--- src/usa_pkg.sv ---
/*
  Package for the serial unit: register map, field positions, reset values,
  timing figures and the carrier structs shared by the design.
  Assumes a 32-bit AHB-Lite slave port with word-aligned registers.
*/
package usa_pkg;
  // ------------------------------------------------------------------
  // Register byte addresses
  // ------------------------------------------------------------------
  localparam logic [7:0] ADDR_RX_HOLDING_BUFFER = 8'h00;
  localparam logic [7:0] ADDR_TX_HOLDING_BUFFER = 8'h04;
  localparam logic [7:0] ADDR_PRESCALE_REG = 8'h08;
  localparam logic [7:0] ADDR_BAUD_DIVISOR = 8'h0c;
  localparam logic [7:0] ADDR_FRAME_SELECT = 8'h10;
  localparam logic [7:0] ADDR_MODE_SELECT = 8'h14;
  localparam logic [7:0] ADDR_STATUS = 8'h18;
  // ------------------------------------------------------------------
  // Field positions
  // ------------------------------------------------------------------
  localparam int PSR_PRESCALE_LSB = 3;
  localparam int FRS_CHAR_LENGTH_LSB = 0;
  localparam int FRS_TWO_STOP = 2;
  localparam int FRS_TX_NINTH = 3;
  localparam int FRS_PARITY_ENABLE = 6;
  localparam int MDS_SYNC_MODE = 0;
  localparam int MDS_EXT_CLOCK = 1;
  localparam int MDS_ADDRESS_WAIT = 2;
  localparam int STA_RX_FULL = 0;
  localparam int STA_TX_EMPTY = 1;
  localparam int STA_TX_IN_PROGRESS = 2;
  localparam int STA_RX_NINTH = 3;
  // ------------------------------------------------------------------
  // Encodings, reset values and timing
  // ------------------------------------------------------------------
  localparam logic [1:0] CHAR_EIGHT = 2'h0;
  localparam logic [1:0] CHAR_SEVEN = 2'h1;
  localparam logic [1:0] CHAR_NINE = 2'h2;
  localparam logic [1:0] CHAR_LOOPBACK = 2'h3;
  localparam logic [4:0] PRESCALE_STOPPED = 5'h00;
  localparam logic [7:0] RESET_PSR = 8'h00;
  localparam logic [7:0] RESET_BAUD = 8'h00;
  localparam logic [7:0] RESET_FRS = 8'h00;
  localparam logic [2:0] RESET_MDS = 3'h0;
  localparam logic [3:0] ASYNC_OVERSAMPLE_LAST = 4'hf;
  localparam logic [3:0] ASYNC_MID_BIT = 4'h7;
  localparam int FRAME_MAX = 13;

  typedef struct packed {
    logic [31:0] haddr;
    logic [1:0] htrans;
    logic hwrite;
    logic [2:0] hsize;
    logic hsel;
    logic hready;
    logic [31:0] hwdata;
  } usa_ahb_req_t;

  typedef struct packed {
    logic [31:0] hrdata;
    logic hreadyout;
    logic hresp;
  } usa_ahb_rsp_t;
endpackage

--- src/usa_serial_unit.sv ---
/*
  Serial receiver/transmitter with synchronous and asynchronous framing,
  address-wait (attention) reception, internal loopback and a two-stage
  baud generator, reached over AHB-Lite.
  Assumes one system clock mclk; the serial and bit clock pins are asynchronous.
*/
// The implementer's own choices: the register addresses and the AHB-Lite slave port.
`timescale 1ns/10ps
`default_nettype none
module usa_serial_unit
(
  input wire logic mclk,
  input wire logic resetn,
  input wire logic ce,
  input wire usa_pkg::usa_ahb_req_t ahbReq,
  output usa_pkg::usa_ahb_rsp_t ahbRsp,
  input wire logic serialInPin,
  output logic serialOutPin,
  input wire logic bitClockPinIn,
  output logic bitClockPinOut,
  output logic bitClockPinOe
);
  typedef struct packed {
    logic [7:0] prescaleReg;
    logic [7:0] baudDivisor;
    logic [7:0] frameSel;
    logic [2:0] modeSel;
    logic [7:0] txHoldingBuffer;
    logic txBufferEmptyFlag;
    logic [7:0] rxHoldingBuffer;
    logic rxBufferFullFlag;
    logic rxNinthBit;
    logic [5:0] preAcc;
    logic [10:0] divCnt;
    logic clkLvl;
    logic [3:0] txPhase;
    logic [12:0] txShifter;
    logic [3:0] txLeft;
    logic [3:0] rxPhase;
    logic rxActive;
    logic [3:0] rxCnt;
    logic [12:0] rxShifter;
    logic inSync1;
    logic inSync2;
    logic ckSync1;
    logic ckSync2;
    logic ckSync3;
    logic wrPend;
    logic [7:0] wrAddr;
    logic [31:0] rdData;
  } usa_state_t;

  usa_state_t q;
  usa_state_t next_q;
  logic [4:0] prescale;
  logic [10:0] divisor;
  logic [1:0] charLen;
  logic syncMode;
  logic extClock;
  logic unitOn;
  logic preTick;
  logic divTick;
  logic riseEv;
  logic fallEv;
  logic txEv;
  logic rxIn;
  logic [3:0] nBits;
  logic parityOn;
  logic [3:0] frameLen;
  logic rxDone;
  logic rxAccept;
  logic [8:0] rxWord;
  logic addrPhase;
  logic rdRxBuf;
  logic txInProgress;

  // ------------------------------------------------------------------
  // Frame assembly
  // ------------------------------------------------------------------
  function automatic logic [12:0] build_frame(input logic [8:0] data, input logic [3:0] n,
                                              input logic par);
    logic [12:0] f;
    f = 13'h1fff;
    f[0] = 1'b0;
    for (int i = 0; i < 9; i++)
    begin
      if (i < int'(n))
      begin
        f[i + 1] = data[i];
      end
    end
    if (par)
    begin
      f[n + 4'h1] = (n == 4'h7) ? ^data[6:0] : ^data[7:0];
    end
    return f;
  endfunction

  assign prescale = q.prescaleReg[7:usa_pkg::PSR_PRESCALE_LSB];
  assign divisor = {q.prescaleReg[2:0], q.baudDivisor};
  assign charLen = q.frameSel[usa_pkg::FRS_CHAR_LENGTH_LSB +: 2];
  assign syncMode = q.modeSel[usa_pkg::MDS_SYNC_MODE];
  assign extClock = q.modeSel[usa_pkg::MDS_EXT_CLOCK];
  assign unitOn = (prescale != usa_pkg::PRESCALE_STOPPED);
  // Nine data bits for both nine-bit codes, which also forbids parity
  assign nBits = (charLen == usa_pkg::CHAR_EIGHT) ? 4'h8 :
                 (charLen == usa_pkg::CHAR_SEVEN) ? 4'h7 : 4'h9;
  assign parityOn = q.frameSel[usa_pkg::FRS_PARITY_ENABLE] && !charLen[1];
  assign frameLen = 4'h1 + nBits + {3'h0, parityOn}
                  + (q.frameSel[usa_pkg::FRS_TWO_STOP] ? 4'h2 : 4'h1);

  // ------------------------------------------------------------------
  // Baud generator and bit clock
  // ------------------------------------------------------------------
  // Half-step prescale: add two per clock, wrap at k+1
  assign preTick = unitOn && ({1'b0, q.preAcc} + 7'h02 >= {2'h0, prescale} + 7'h01);
  assign divTick = preTick && (q.divCnt == divisor);
  // External edges come from the second and third sync stages only
  assign riseEv = unitOn && (extClock ? (q.ckSync2 && !q.ckSync3) : (divTick && !q.clkLvl));
  assign fallEv = unitOn && (extClock ? (!q.ckSync2 && q.ckSync3) : (divTick && q.clkLvl));
  assign txEv = syncMode ? riseEv
              : (divTick && q.txPhase == usa_pkg::ASYNC_OVERSAMPLE_LAST);
  // Loopback bypasses the pin so no sync delay applies
  assign rxIn = (charLen == usa_pkg::CHAR_LOOPBACK) ? q.txShifter[0] | (q.txLeft == 4'h0)
                                                   : q.inSync2;
  assign txInProgress = (q.txLeft != 4'h0) || !q.txBufferEmptyFlag;

  // ------------------------------------------------------------------
  // Bus decode
  // ------------------------------------------------------------------
  assign addrPhase = ce && ahbReq.hsel && ahbReq.hready && ahbReq.htrans[1];
  assign rdRxBuf = addrPhase && !ahbReq.hwrite
                 && ahbReq.haddr[7:0] == usa_pkg::ADDR_RX_HOLDING_BUFFER;

  always_comb
  begin
    next_q = q;
    rxDone = 1'b0;
    rxAccept = 1'b0;
    rxWord = 9'h000;
    next_q.inSync1 = serialInPin;
    next_q.inSync2 = q.inSync1;
    next_q.ckSync1 = bitClockPinIn;
    next_q.ckSync2 = q.ckSync1;
    next_q.ckSync3 = q.ckSync2;
    // Baud generator
    if (preTick)
    begin
      next_q.preAcc = 6'(q.preAcc + 6'h02 - {1'b0, prescale} - 6'h01);
      next_q.divCnt = divTick ? 11'h000 : 11'(q.divCnt + 11'h001);
    end
    else if (unitOn)
    begin
      next_q.preAcc = 6'(q.preAcc + 6'h02);
    end
    else
    begin
      // Restart both stages, else a smaller new divisor waits for an 11-bit wrap
      next_q.preAcc = 6'h00;
      next_q.divCnt = 11'h000;
    end
    if (divTick && !extClock)
    begin
      next_q.clkLvl = !q.clkLvl;
    end
    if (divTick && !syncMode)
    begin
      next_q.txPhase = 4'(q.txPhase + 4'h1);
    end
    // Transmitter
    if (txEv)
    begin
      if (q.txLeft > 4'h1)
      begin
        next_q.txShifter = {1'b1, q.txShifter[12:1]};
        next_q.txLeft = 4'(q.txLeft - 4'h1);
      end
      else if (!q.txBufferEmptyFlag)
      begin
        next_q.txShifter = build_frame({q.frameSel[usa_pkg::FRS_TX_NINTH], q.txHoldingBuffer},
                                       nBits, parityOn);
        next_q.txLeft = frameLen;
        next_q.txBufferEmptyFlag = 1'b1;
      end
      else
      begin
        next_q.txLeft = 4'h0;
        next_q.txShifter = 13'h1fff;
      end
    end
    // Receiver, synchronous
    if (syncMode)
    begin
      if (fallEv)
      begin
        if (q.rxActive)
        begin
          next_q.rxShifter[q.rxCnt] = rxIn;
          next_q.rxCnt = 4'(q.rxCnt + 4'h1);
        end
        else if (!rxIn)
        begin
          next_q.rxActive = 1'b1;
          next_q.rxShifter = 13'h0000;
          next_q.rxCnt = 4'h1;
          next_q.rxPhase = 4'h0;
        end
      end
      if (riseEv && q.rxActive)
      begin
        next_q.rxPhase = 4'(q.rxPhase + 4'h1);
        if (4'(q.rxPhase + 4'h1) == frameLen)
        begin
          rxDone = 1'b1;
          next_q.rxActive = 1'b0;
        end
      end
    end
    // Receiver, asynchronous: one sample in mid-bit
    else if (divTick)
    begin
      if (!q.rxActive)
      begin
        if (!rxIn)
        begin
          next_q.rxActive = 1'b1;
          next_q.rxPhase = 4'h0;
          next_q.rxCnt = 4'h0;
        end
      end
      else
      begin
        next_q.rxPhase = 4'(q.rxPhase + 4'h1);
        if (q.rxPhase == usa_pkg::ASYNC_MID_BIT)
        begin
          next_q.rxShifter[q.rxCnt] = rxIn;
          next_q.rxCnt = 4'(q.rxCnt + 4'h1);
          if (q.rxCnt == 4'h0 && rxIn)
          begin
            next_q.rxActive = 1'b0;
          end
          else if (4'(q.rxCnt + 4'h1) == frameLen)
          begin
            rxDone = 1'b1;
            next_q.rxActive = 1'b0;
          end
        end
      end
    end
    // Bus write, data phase; a buffer load above used the old contents
    if (ce && q.wrPend)
    begin
      unique case (q.wrAddr)
        usa_pkg::ADDR_TX_HOLDING_BUFFER:
        begin
          next_q.txHoldingBuffer = ahbReq.hwdata[7:0];
          next_q.txBufferEmptyFlag = 1'b0;
        end
        usa_pkg::ADDR_PRESCALE_REG: next_q.prescaleReg = ahbReq.hwdata[7:0];
        usa_pkg::ADDR_BAUD_DIVISOR: next_q.baudDivisor = ahbReq.hwdata[7:0];
        usa_pkg::ADDR_FRAME_SELECT: next_q.frameSel = {1'b0, ahbReq.hwdata[6:0]};
        usa_pkg::ADDR_MODE_SELECT: next_q.modeSel = ahbReq.hwdata[2:0];
        default: next_q.modeSel = next_q.modeSel;
      endcase
    end
    if (rdRxBuf)
    begin
      next_q.rxBufferFullFlag = 1'b0;
    end
    // Completion after the read so a new character is never lost
    if (rxDone)
    begin
      rxWord = (nBits == 4'h7) ? {2'h0, next_q.rxShifter[7:1]} : next_q.rxShifter[9:1];
      rxAccept = !q.modeSel[usa_pkg::MDS_ADDRESS_WAIT] || rxWord[8];
      if (rxAccept)
      begin
        next_q.rxHoldingBuffer = rxWord[7:0];
        next_q.rxBufferFullFlag = 1'b1;
        next_q.rxNinthBit = charLen[1] ? rxWord[8] : 1'b0;
        if (!(ce && q.wrPend && q.wrAddr == usa_pkg::ADDR_MODE_SELECT))
        begin
          next_q.modeSel[usa_pkg::MDS_ADDRESS_WAIT] = 1'b0;
        end
      end
    end
    // Bus address phase
    next_q.wrPend = addrPhase && ahbReq.hwrite;
    next_q.wrAddr = ahbReq.haddr[7:0];
    if (addrPhase && !ahbReq.hwrite)
    begin
      unique case (ahbReq.haddr[7:0])
        usa_pkg::ADDR_RX_HOLDING_BUFFER: next_q.rdData = {24'h0, q.rxHoldingBuffer};
        usa_pkg::ADDR_TX_HOLDING_BUFFER: next_q.rdData = {24'h0, q.txHoldingBuffer};
        usa_pkg::ADDR_PRESCALE_REG: next_q.rdData = {24'h0, q.prescaleReg};
        usa_pkg::ADDR_BAUD_DIVISOR: next_q.rdData = {24'h0, q.baudDivisor};
        usa_pkg::ADDR_FRAME_SELECT: next_q.rdData = {24'h0, q.frameSel};
        usa_pkg::ADDR_MODE_SELECT: next_q.rdData = {29'h0, q.modeSel};
        usa_pkg::ADDR_STATUS: next_q.rdData = {28'h0, q.rxNinthBit, txInProgress,
                                               q.txBufferEmptyFlag, q.rxBufferFullFlag};
        default: next_q.rdData = 32'h0000_0000;
      endcase
    end
  end

  // ------------------------------------------------------------------
  // State register
  // ------------------------------------------------------------------
  always_ff @(posedge mclk or negedge resetn)
  begin
    if (!resetn)
    begin
      q <= '0;
      q.prescaleReg <= usa_pkg::RESET_PSR;
      q.baudDivisor <= usa_pkg::RESET_BAUD;
      q.frameSel <= usa_pkg::RESET_FRS;
      q.modeSel <= usa_pkg::RESET_MDS;
      q.txBufferEmptyFlag <= 1'b1;
      q.txShifter <= 13'h1fff;
      q.inSync1 <= 1'b1;
      q.inSync2 <= 1'b1;
    end
    else if (ce)
    begin
      q <= next_q;
    end
  end

  // Stalling on a low enable keeps the bus in step with frozen state
  assign ahbRsp.hreadyout = ce;
  assign ahbRsp.hresp = 1'b0;
  assign ahbRsp.hrdata = q.rdData;
  assign serialOutPin = q.txShifter[0];
  assign bitClockPinOut = q.clkLvl;
  assign bitClockPinOe = syncMode && !extClock;

  // ------------------------------------------------------------------
  // Checks
  // ------------------------------------------------------------------
  AST_TX_ON_RISE: assert property (@(posedge mclk) disable iff (!resetn)
    ce && syncMode && $changed(q.txShifter[0]) |-> $past(riseEv))
    else $error("Sync transmit changed off a rising edge");
  AST_EMPTY_CLEARED: assert property (@(posedge mclk) disable iff (!resetn)
    ce && q.wrPend && q.wrAddr == usa_pkg::ADDR_TX_HOLDING_BUFFER |=> !q.txBufferEmptyFlag)
    else $error("Transmit empty flag not cleared by write");
  AST_IDLE_LINE: assert property (@(posedge mclk) disable iff (!resetn)
    !txInProgress |-> serialOutPin)
    else $error("Line not idle while transmitter is free");
  AST_LOAD_SETS_EMPTY: assert property (@(posedge mclk) disable iff (!resetn)
    ce && txEv && q.txLeft <= 4'h1 && !q.txBufferEmptyFlag && !q.wrPend
    |=> q.txBufferEmptyFlag && !serialOutPin)
    else $error("Shifter reload did not start a frame");
  AST_RX_LOADS: assert property (@(posedge mclk) disable iff (!resetn)
    ce && rxDone && rxAccept |=> q.rxBufferFullFlag && q.rxHoldingBuffer == $past(rxWord[7:0]))
    else $error("Received character not delivered");
  AST_RX_READ_CLEARS: assert property (@(posedge mclk) disable iff (!resetn)
    rdRxBuf && !rxDone |=> !q.rxBufferFullFlag)
    else $error("Read did not clear receive full flag");
  AST_SKIP_DATA: assert property (@(posedge mclk) disable iff (!resetn)
    ce && rxDone && !rxAccept && !rdRxBuf |=> $stable(q.rxHoldingBuffer) && $stable(q.rxBufferFullFlag))
    else $error("Skipped character disturbed the receive buffer");
  AST_ADDRESS_ENDS_WAIT: assert property (@(posedge mclk) disable iff (!resetn)
    ce && rxDone && q.modeSel[usa_pkg::MDS_ADDRESS_WAIT] && rxWord[8] && !q.wrPend
    |=> !q.modeSel[usa_pkg::MDS_ADDRESS_WAIT])
    else $error("Address character did not end the wait");
  AST_STOPPED_CLOCK: assert property (@(posedge mclk) disable iff (!resetn)
    prescale == usa_pkg::PRESCALE_STOPPED |-> !divTick && !riseEv && !fallEv
    ##1 $stable(q.clkLvl) && $stable(q.txShifter))
    else $error("Stopped prescaler still produced ticks");
  AST_DIVIDE_SPACING: assert property (@(posedge mclk) disable iff (!resetn)
    ce && divTick && divisor != 11'h000 && $stable(q.prescaleReg) ##1 ce |-> !divTick)
    else $error("Divisor ticks closer than divisor plus one");
endmodule
`default_nettype wire

--- config.mk ---
export PLATFORM = sky130hd
export DESIGN_NAME = usa_serial_unit
export DESIGN_NICKNAME = d
export VERILOG_FILES = /design/src/usa_pkg.sv /design/src/usa_serial_unit.sv
export SDC_FILE = /design/constraint.sdc
export NUM_CORES = 1
export LEC_CHECK = 0
export BUFFER_PORTS_ARGS = -buffer_cell sky130_fd_sc_hd__buf_2
export CAP_MARGIN = 20
export CORE_MARGIN = 5
export CORE_UTILIZATION = 40
export DETAILED_ROUTE_END_ITERATION = 10
export SYNTH_ARGS = -nofsm -noshare
export SYNTH_HDL_FRONTEND = slang
export SYNTH_SLANG_ARGS = --single-unit
--- constraint.sdc ---
create_clock -name mclk -period 9.6 [get_ports mclk]
set_clock_uncertainty 0.15 [all_clocks]
set_input_delay 1.92 -clock mclk [delete_from_list [all_inputs] [get_ports mclk]]
set_output_delay 1.92 -clock mclk [all_outputs]
set_load 0.02 [all_outputs]
Yosys cells after proc, flatten, opt, wreduce, memory -nomap -nowiden

Index checks and enable logic that the tools add are counted.

Reductions and logical operators: 62
Bitwise operators: 1
$lt $le $gt $ge: 15
Eq/ne operators: 27
Mux-type cells: 93
Multipliers: 0
$add $sub $neg: 13
Div/mod/pow operators: 0
Shift-type cells: 0

Operator list:

| kind                  | number |
|---|---|
| $mux 22               | 4 |
| $mux 17               | 4 |
| $mux 1                | 61 |
| $pmux 8 s7            | 1 |
| $eq 8x5->1 const B    | 5 |
| $mux 9                | 4 |
| $eq 8x4->1 const B    | 4 |
| $bwmux 13             | 2 |
| $mux 13               | 2 |
| $logic_and 1x1->1     | 25 |
| $mux 11               | 2 |
| $mux 18               | 1 |
| $reduce_and 3->1      | 6 |
| $add 4x1->4 const B   | 4 |
| $eq 8x3->1 const B    | 2 |
| $lt 3x4->1 const A    | 4 |
| $mux 12               | 1 |
| $reduce_and 2->1      | 6 |
| $reduce_and 6->1      | 2 |
| $add 11x1->11 const B | 1 |
| $eq 11x11->1          | 1 |
| $lt 4x5->1 const B    | 2 |
| $mux 5                | 2 |
| $logic_not 1->1       | 9 |
| other kinds (40)      | 56 |

Memories kept: 0
Output and inout port bits: 37
Memory bits (writable): 0
Bits in latches: 0
ROM bits: 0
Bits in registers: 152
Input bits: 77
Word-level logic and storage cells: 240

Longest topological paths before layout

Depth in word-level cells: 17
Depth in mapped cells: 13
Gate-level depth less buffers: 12

Least setup slack after synthesis

OpenSTA, ideal clock, no wires.

Path kind: input port to output port
Start point: input port ce
End point: output port ahbRsp[1] (netlist name)
Slack: 5.476 ns
Arrival: 2.054 ns
Stages: 1
Path buffers: 1
Data required time: 7.530 ns
Cell sequence: buf_4

RTL lines:

| element     | line                  | source |
|---|---|---|
| from (decl) | usa_serial_unit.sv:14 | `input wire logic ce,` |
| to (decl)   | usa_serial_unit.sv:16 | `output usa_pkg::usa_ahb_rsp_t ahbRsp,` |

No word-level cell between the ends.

Final worst setup path

Start point: input port ce
End point: output port ahbRsp[1] (netlist name)

No word-level cell between the ends.

==> flow_summary.json <==
{
  "status": "finished clean",
  "drc": 0,
  "drive_above_1_share": 0.1892,
  "arrival_ns": 2.56,
  "cts_tree": "done",
  "die_h_um": 146.7,
  "area_growth_pct": 10.17,
  "p_switching_uw": 626.0,
  "drt_iter0_drc": 362,
  "fin_tns_setup_ns": 0,
  "worst-setup-path-type": "input pin to output port",
  "drtPass1Iterations": 4,
  "critPathSlowestCell": "buf_2",
  "synth_cell_types": 74,
  "ir_drop_v": 0.0001181,
  "cts_max_level": 4,
  "grtUsageMet1": 0.2327,
  "fin_util": 0.4444,
  "dpl.hpwl_um": 12970,
  "finalSetupViolCount": 0,
  "clockPowerShare": 0.337,
  "numCtsBuffers": 17,
  "clk_path_buf_depth": 2,
  "rsz0062_at_grt": "false",
  "wirelength_um": 17810,
  "critPathBufInv": 2,
  "postPlaceCellArea_um2": 7671,
  "start_util": 0.4034,
  "max_slew_margin": 0.2635,
  "p_int_mw": 1.158,
  "static-leakage-power_nw": 3.917,
  "fin_area_um2": 8229,
  "viasPerCell": 5.504,
  "wl_per_cell_um": 17.62,
  "p_seq_frac": 0.367,
  "ant_nets": 0,
  "path_clk_slew_ns": 0.06,
  "path_delay_family": "buffers and inverters",
  "track_usage": 0.1711,
  "root_buffer": "clkbuf_16",
  "async_reset_ff_frac": 1.000,
  "cts_resized": 0,
  "vias": 5565,
  "syn_area_per_cell_um2": 10.03,
  "rows": 50,
  "slew_viol_final": 0,
  "ys_ff_latch": 124,
  "final_cell_mix": "dfrtp_1, inv_1, mux2_2",
  "core_area_um2": 18520,
  "mostFrequentLayoutCell": "dfrtp_1",
  "critical_path.max_stage_delay_ns": 0.37,
  "met2_usage": 0.2731,
  "synth_ff_type": "dfrtp_1",
  "min_path_type": "flop to flop",
  "dieArea_um2": 21510,
  "startpoint_type": "input pin",
  "crit_path_end_kind": "output port",
  "critPathRequiredTime_ns": 7.53,
  "netlist_area_um2": 7470,
  "power.density_nw_per_um2": 216.8,
  "swShare": 0.3509,
  "combPwrFrac": 0.296,
  "place_congestion": 0.8593,
  "first_global_vias": 5525,
  "grt.met3_usage": 0.03818,
  "cp_cell_sequence": "buf_2 -> buf_2",
  "nNetsFinal": 867,
  "finalWorstPathRequiredPeriod_ns": 4.634,
  "antenna_found_initial": 0,
  "synth_cells": 745,
  "fmax_mhz": 215.8,
  "fillers": 1766,
  "drv_cap": 0,
  "yosysSeqAreaShare": 0.4181,
  "crit_fanout": 23,
  "grt_overflow": 0,
  "clk_latency_ns": 0.42,
  "dieWidth_um": 146.7,
  "num_io_pins": 114,
  "clock-sinks": 124,
  "grt_pass1_wl_um": 29480,
  "post-route-period-util": 0.4827,
  "post-cts-setup-buffers": 0,
  "numPortBuffers": 36,
  "cts_hold_buf": 0,
  "crit_path_frequent_cell": "buf_2",
  "synth_edf_count": 0,
  "antenna_cells": 0,
  "grt_max_degree": 77,
  "ys.warnings.count": 0,
  "grt-busiest-layer": "met2",
  "tightestPinTransition_ns": 1.102,
  "final-hold-violation-count": 0
}
==> routing by layer <==
metal,wire length [µm],vias to the layer above
li1,-,2697
met1,8390,2755
met3,622,17
met4,292,0
met5,0,-
met2,8509,96
==> worst min-delay path, cell delays in order, from the launching register on <==
cell,delay (ns)
dfstp_2,0.37
inv_1,0.04
mux2i_1,0.06
==> cell usage after synthesis (5+ instances only) <==
library cell | count | area, µm²
o211ai_1 | 10 | 75.07
dfrtp_1 | 108 | 2703
a31oi_1 | 11 | 68.82
nand2b_1 | 9 | 56.30
and2_1 | 9 | 56.30
a22oi_1 | 18 | 135.1
nand2_1 | 38 | 142.6
and3b_1 | 6 | 52.55
buf_2 | 6 | 30.03
clkbuf_1 | 16 | 60.06
or3_1 | 6 | 37.54
a21oi_1 | 28 | 140.1
a222oi_1 | 5 | 50.05
o21ai_0 | 38 | 190.2
buf_1 | 5 | 18.77
ha_1 | 23 | 287.8
a21boi_0 | 5 | 37.54
o22ai_1 | 17 | 106.4
and3_1 | 8 | 50.05
nand4b_1 | 5 | 43.79
a21o_1 | 11 | 82.58
xor2_1 | 22 | 192.7
nor3_1 | 14 | 70.07
nor2_1 | 36 | 135.1
xnor2_1 | 21 | 183.9
mux2i_1 | 19 | 190.2
inv_1 | 50 | 187.7
buf_4 | 35 | 262.8
dfstp_2 | 16 | 420.4
nand3_1 | 22 | 110.1
nand4_1 | 7 | 43.79
mux2_2 | 42 | 473.0
==> metrics by stage <==
stage / hold slack, ns / power (mW) / setup WS (ns) / cells
after floorplan: 0.2952 / 1.072 / 5.476 / 769
after global placement: 0.3082 / 1.182 / 4.949 / 978
after detailed placement: 0.3124 / 1.191 / 4.956 / 978
after CTS: 0.3214 / 1.801 / 4.954 / 1010
after global routing: 0.3379 / 1.900 / 4.921 / 1011
final: 0.3198 / 1.784 / 4.966 / 1011
==> layout make-up <==
| cell class | instances | area [µm²] | share of cell area |
|---|---|---|---|
| Timing Repair Buffer | 41 | 220.2 | 0.02676 |
| Clock inverter | 13 | 117.6 | 0.01429 |
| Tap cell | 234 | 292.8 | 0.03558 |
| Inverter | 51 | 191.4 | 0.02326 |
| Sequential cell | 124 | 3123 | 0.3795 |
| Clock buffer | 19 | 432.9 | 0.05261 |
| Multi-Input combinational cell | 529 | 3851 | 0.4680 |
==> sequential cells by signal, indices dropped and copies added, names as in the netlist <==
signal / flops
q: 92
divisor: 11
ahbRsp: 8
prescale: 5
next_q: 3
charLen: 2
bitClockPinOut: 1
extClock: 1
serialOutPin: 1
==> power by group through the flow <==
| stage | clock network, mW | registers, mW | logic, mW |
|---|---|---|---|
| 6_report | 0.602 | 0.654 | 0.528 |
| 3_3_place_gp | 0 | 0.661 | 0.521 |
| 5_1_grt | 0.641 | 0.665 | 0.595 |
| 2_1_floorplan | 0 | 0.646 | 0.427 |
| 4_1_cts | 0.614 | 0.653 | 0.533 |
| 3_5_place_dp | 0 | 0.661 | 0.530 |
==> cells by family after synthesis <==
| kind of cell | synth area share |
|---|---|
| other cells | 0.0005020 |
| fa+ha+maj | 0.04657 |
| flops | 0.4181 |
| compound gates | 0.1755 |
| mux | 0.08878 |
| buf+inv | 0.07990 |
| simple gates | 0.1402 |
| xor+xnor | 0.05042 |
==> worst paths after layout <==
path | from | to | slack, ns | cells after the start
setup / recovery | ce | ahbRsp[1] | 4.97 | 2
hold / removal | q[78]$_DFFE_PN1P_ | q[78]$_DFFE_PN1P_ | 0.32 | 2
setup reg to reg | charLen[1]$_DFFE_PN0P_ | q[113]$_DFFE_PN0P_ | 5.70 | 12
hold reg to reg | q[78]$_DFFE_PN1P_ | q[78]$_DFFE_PN1P_ | 0.32 | 2
max in group asynchronous | resetn | q[40]$_DFFE_PN0P_ | 6.51 | 2
min in group asynchronous | resetn | q[102]$_DFFE_PN0P_ | 1.37 | 1
No activity file was read; power rests on OpenSTA's default activity.
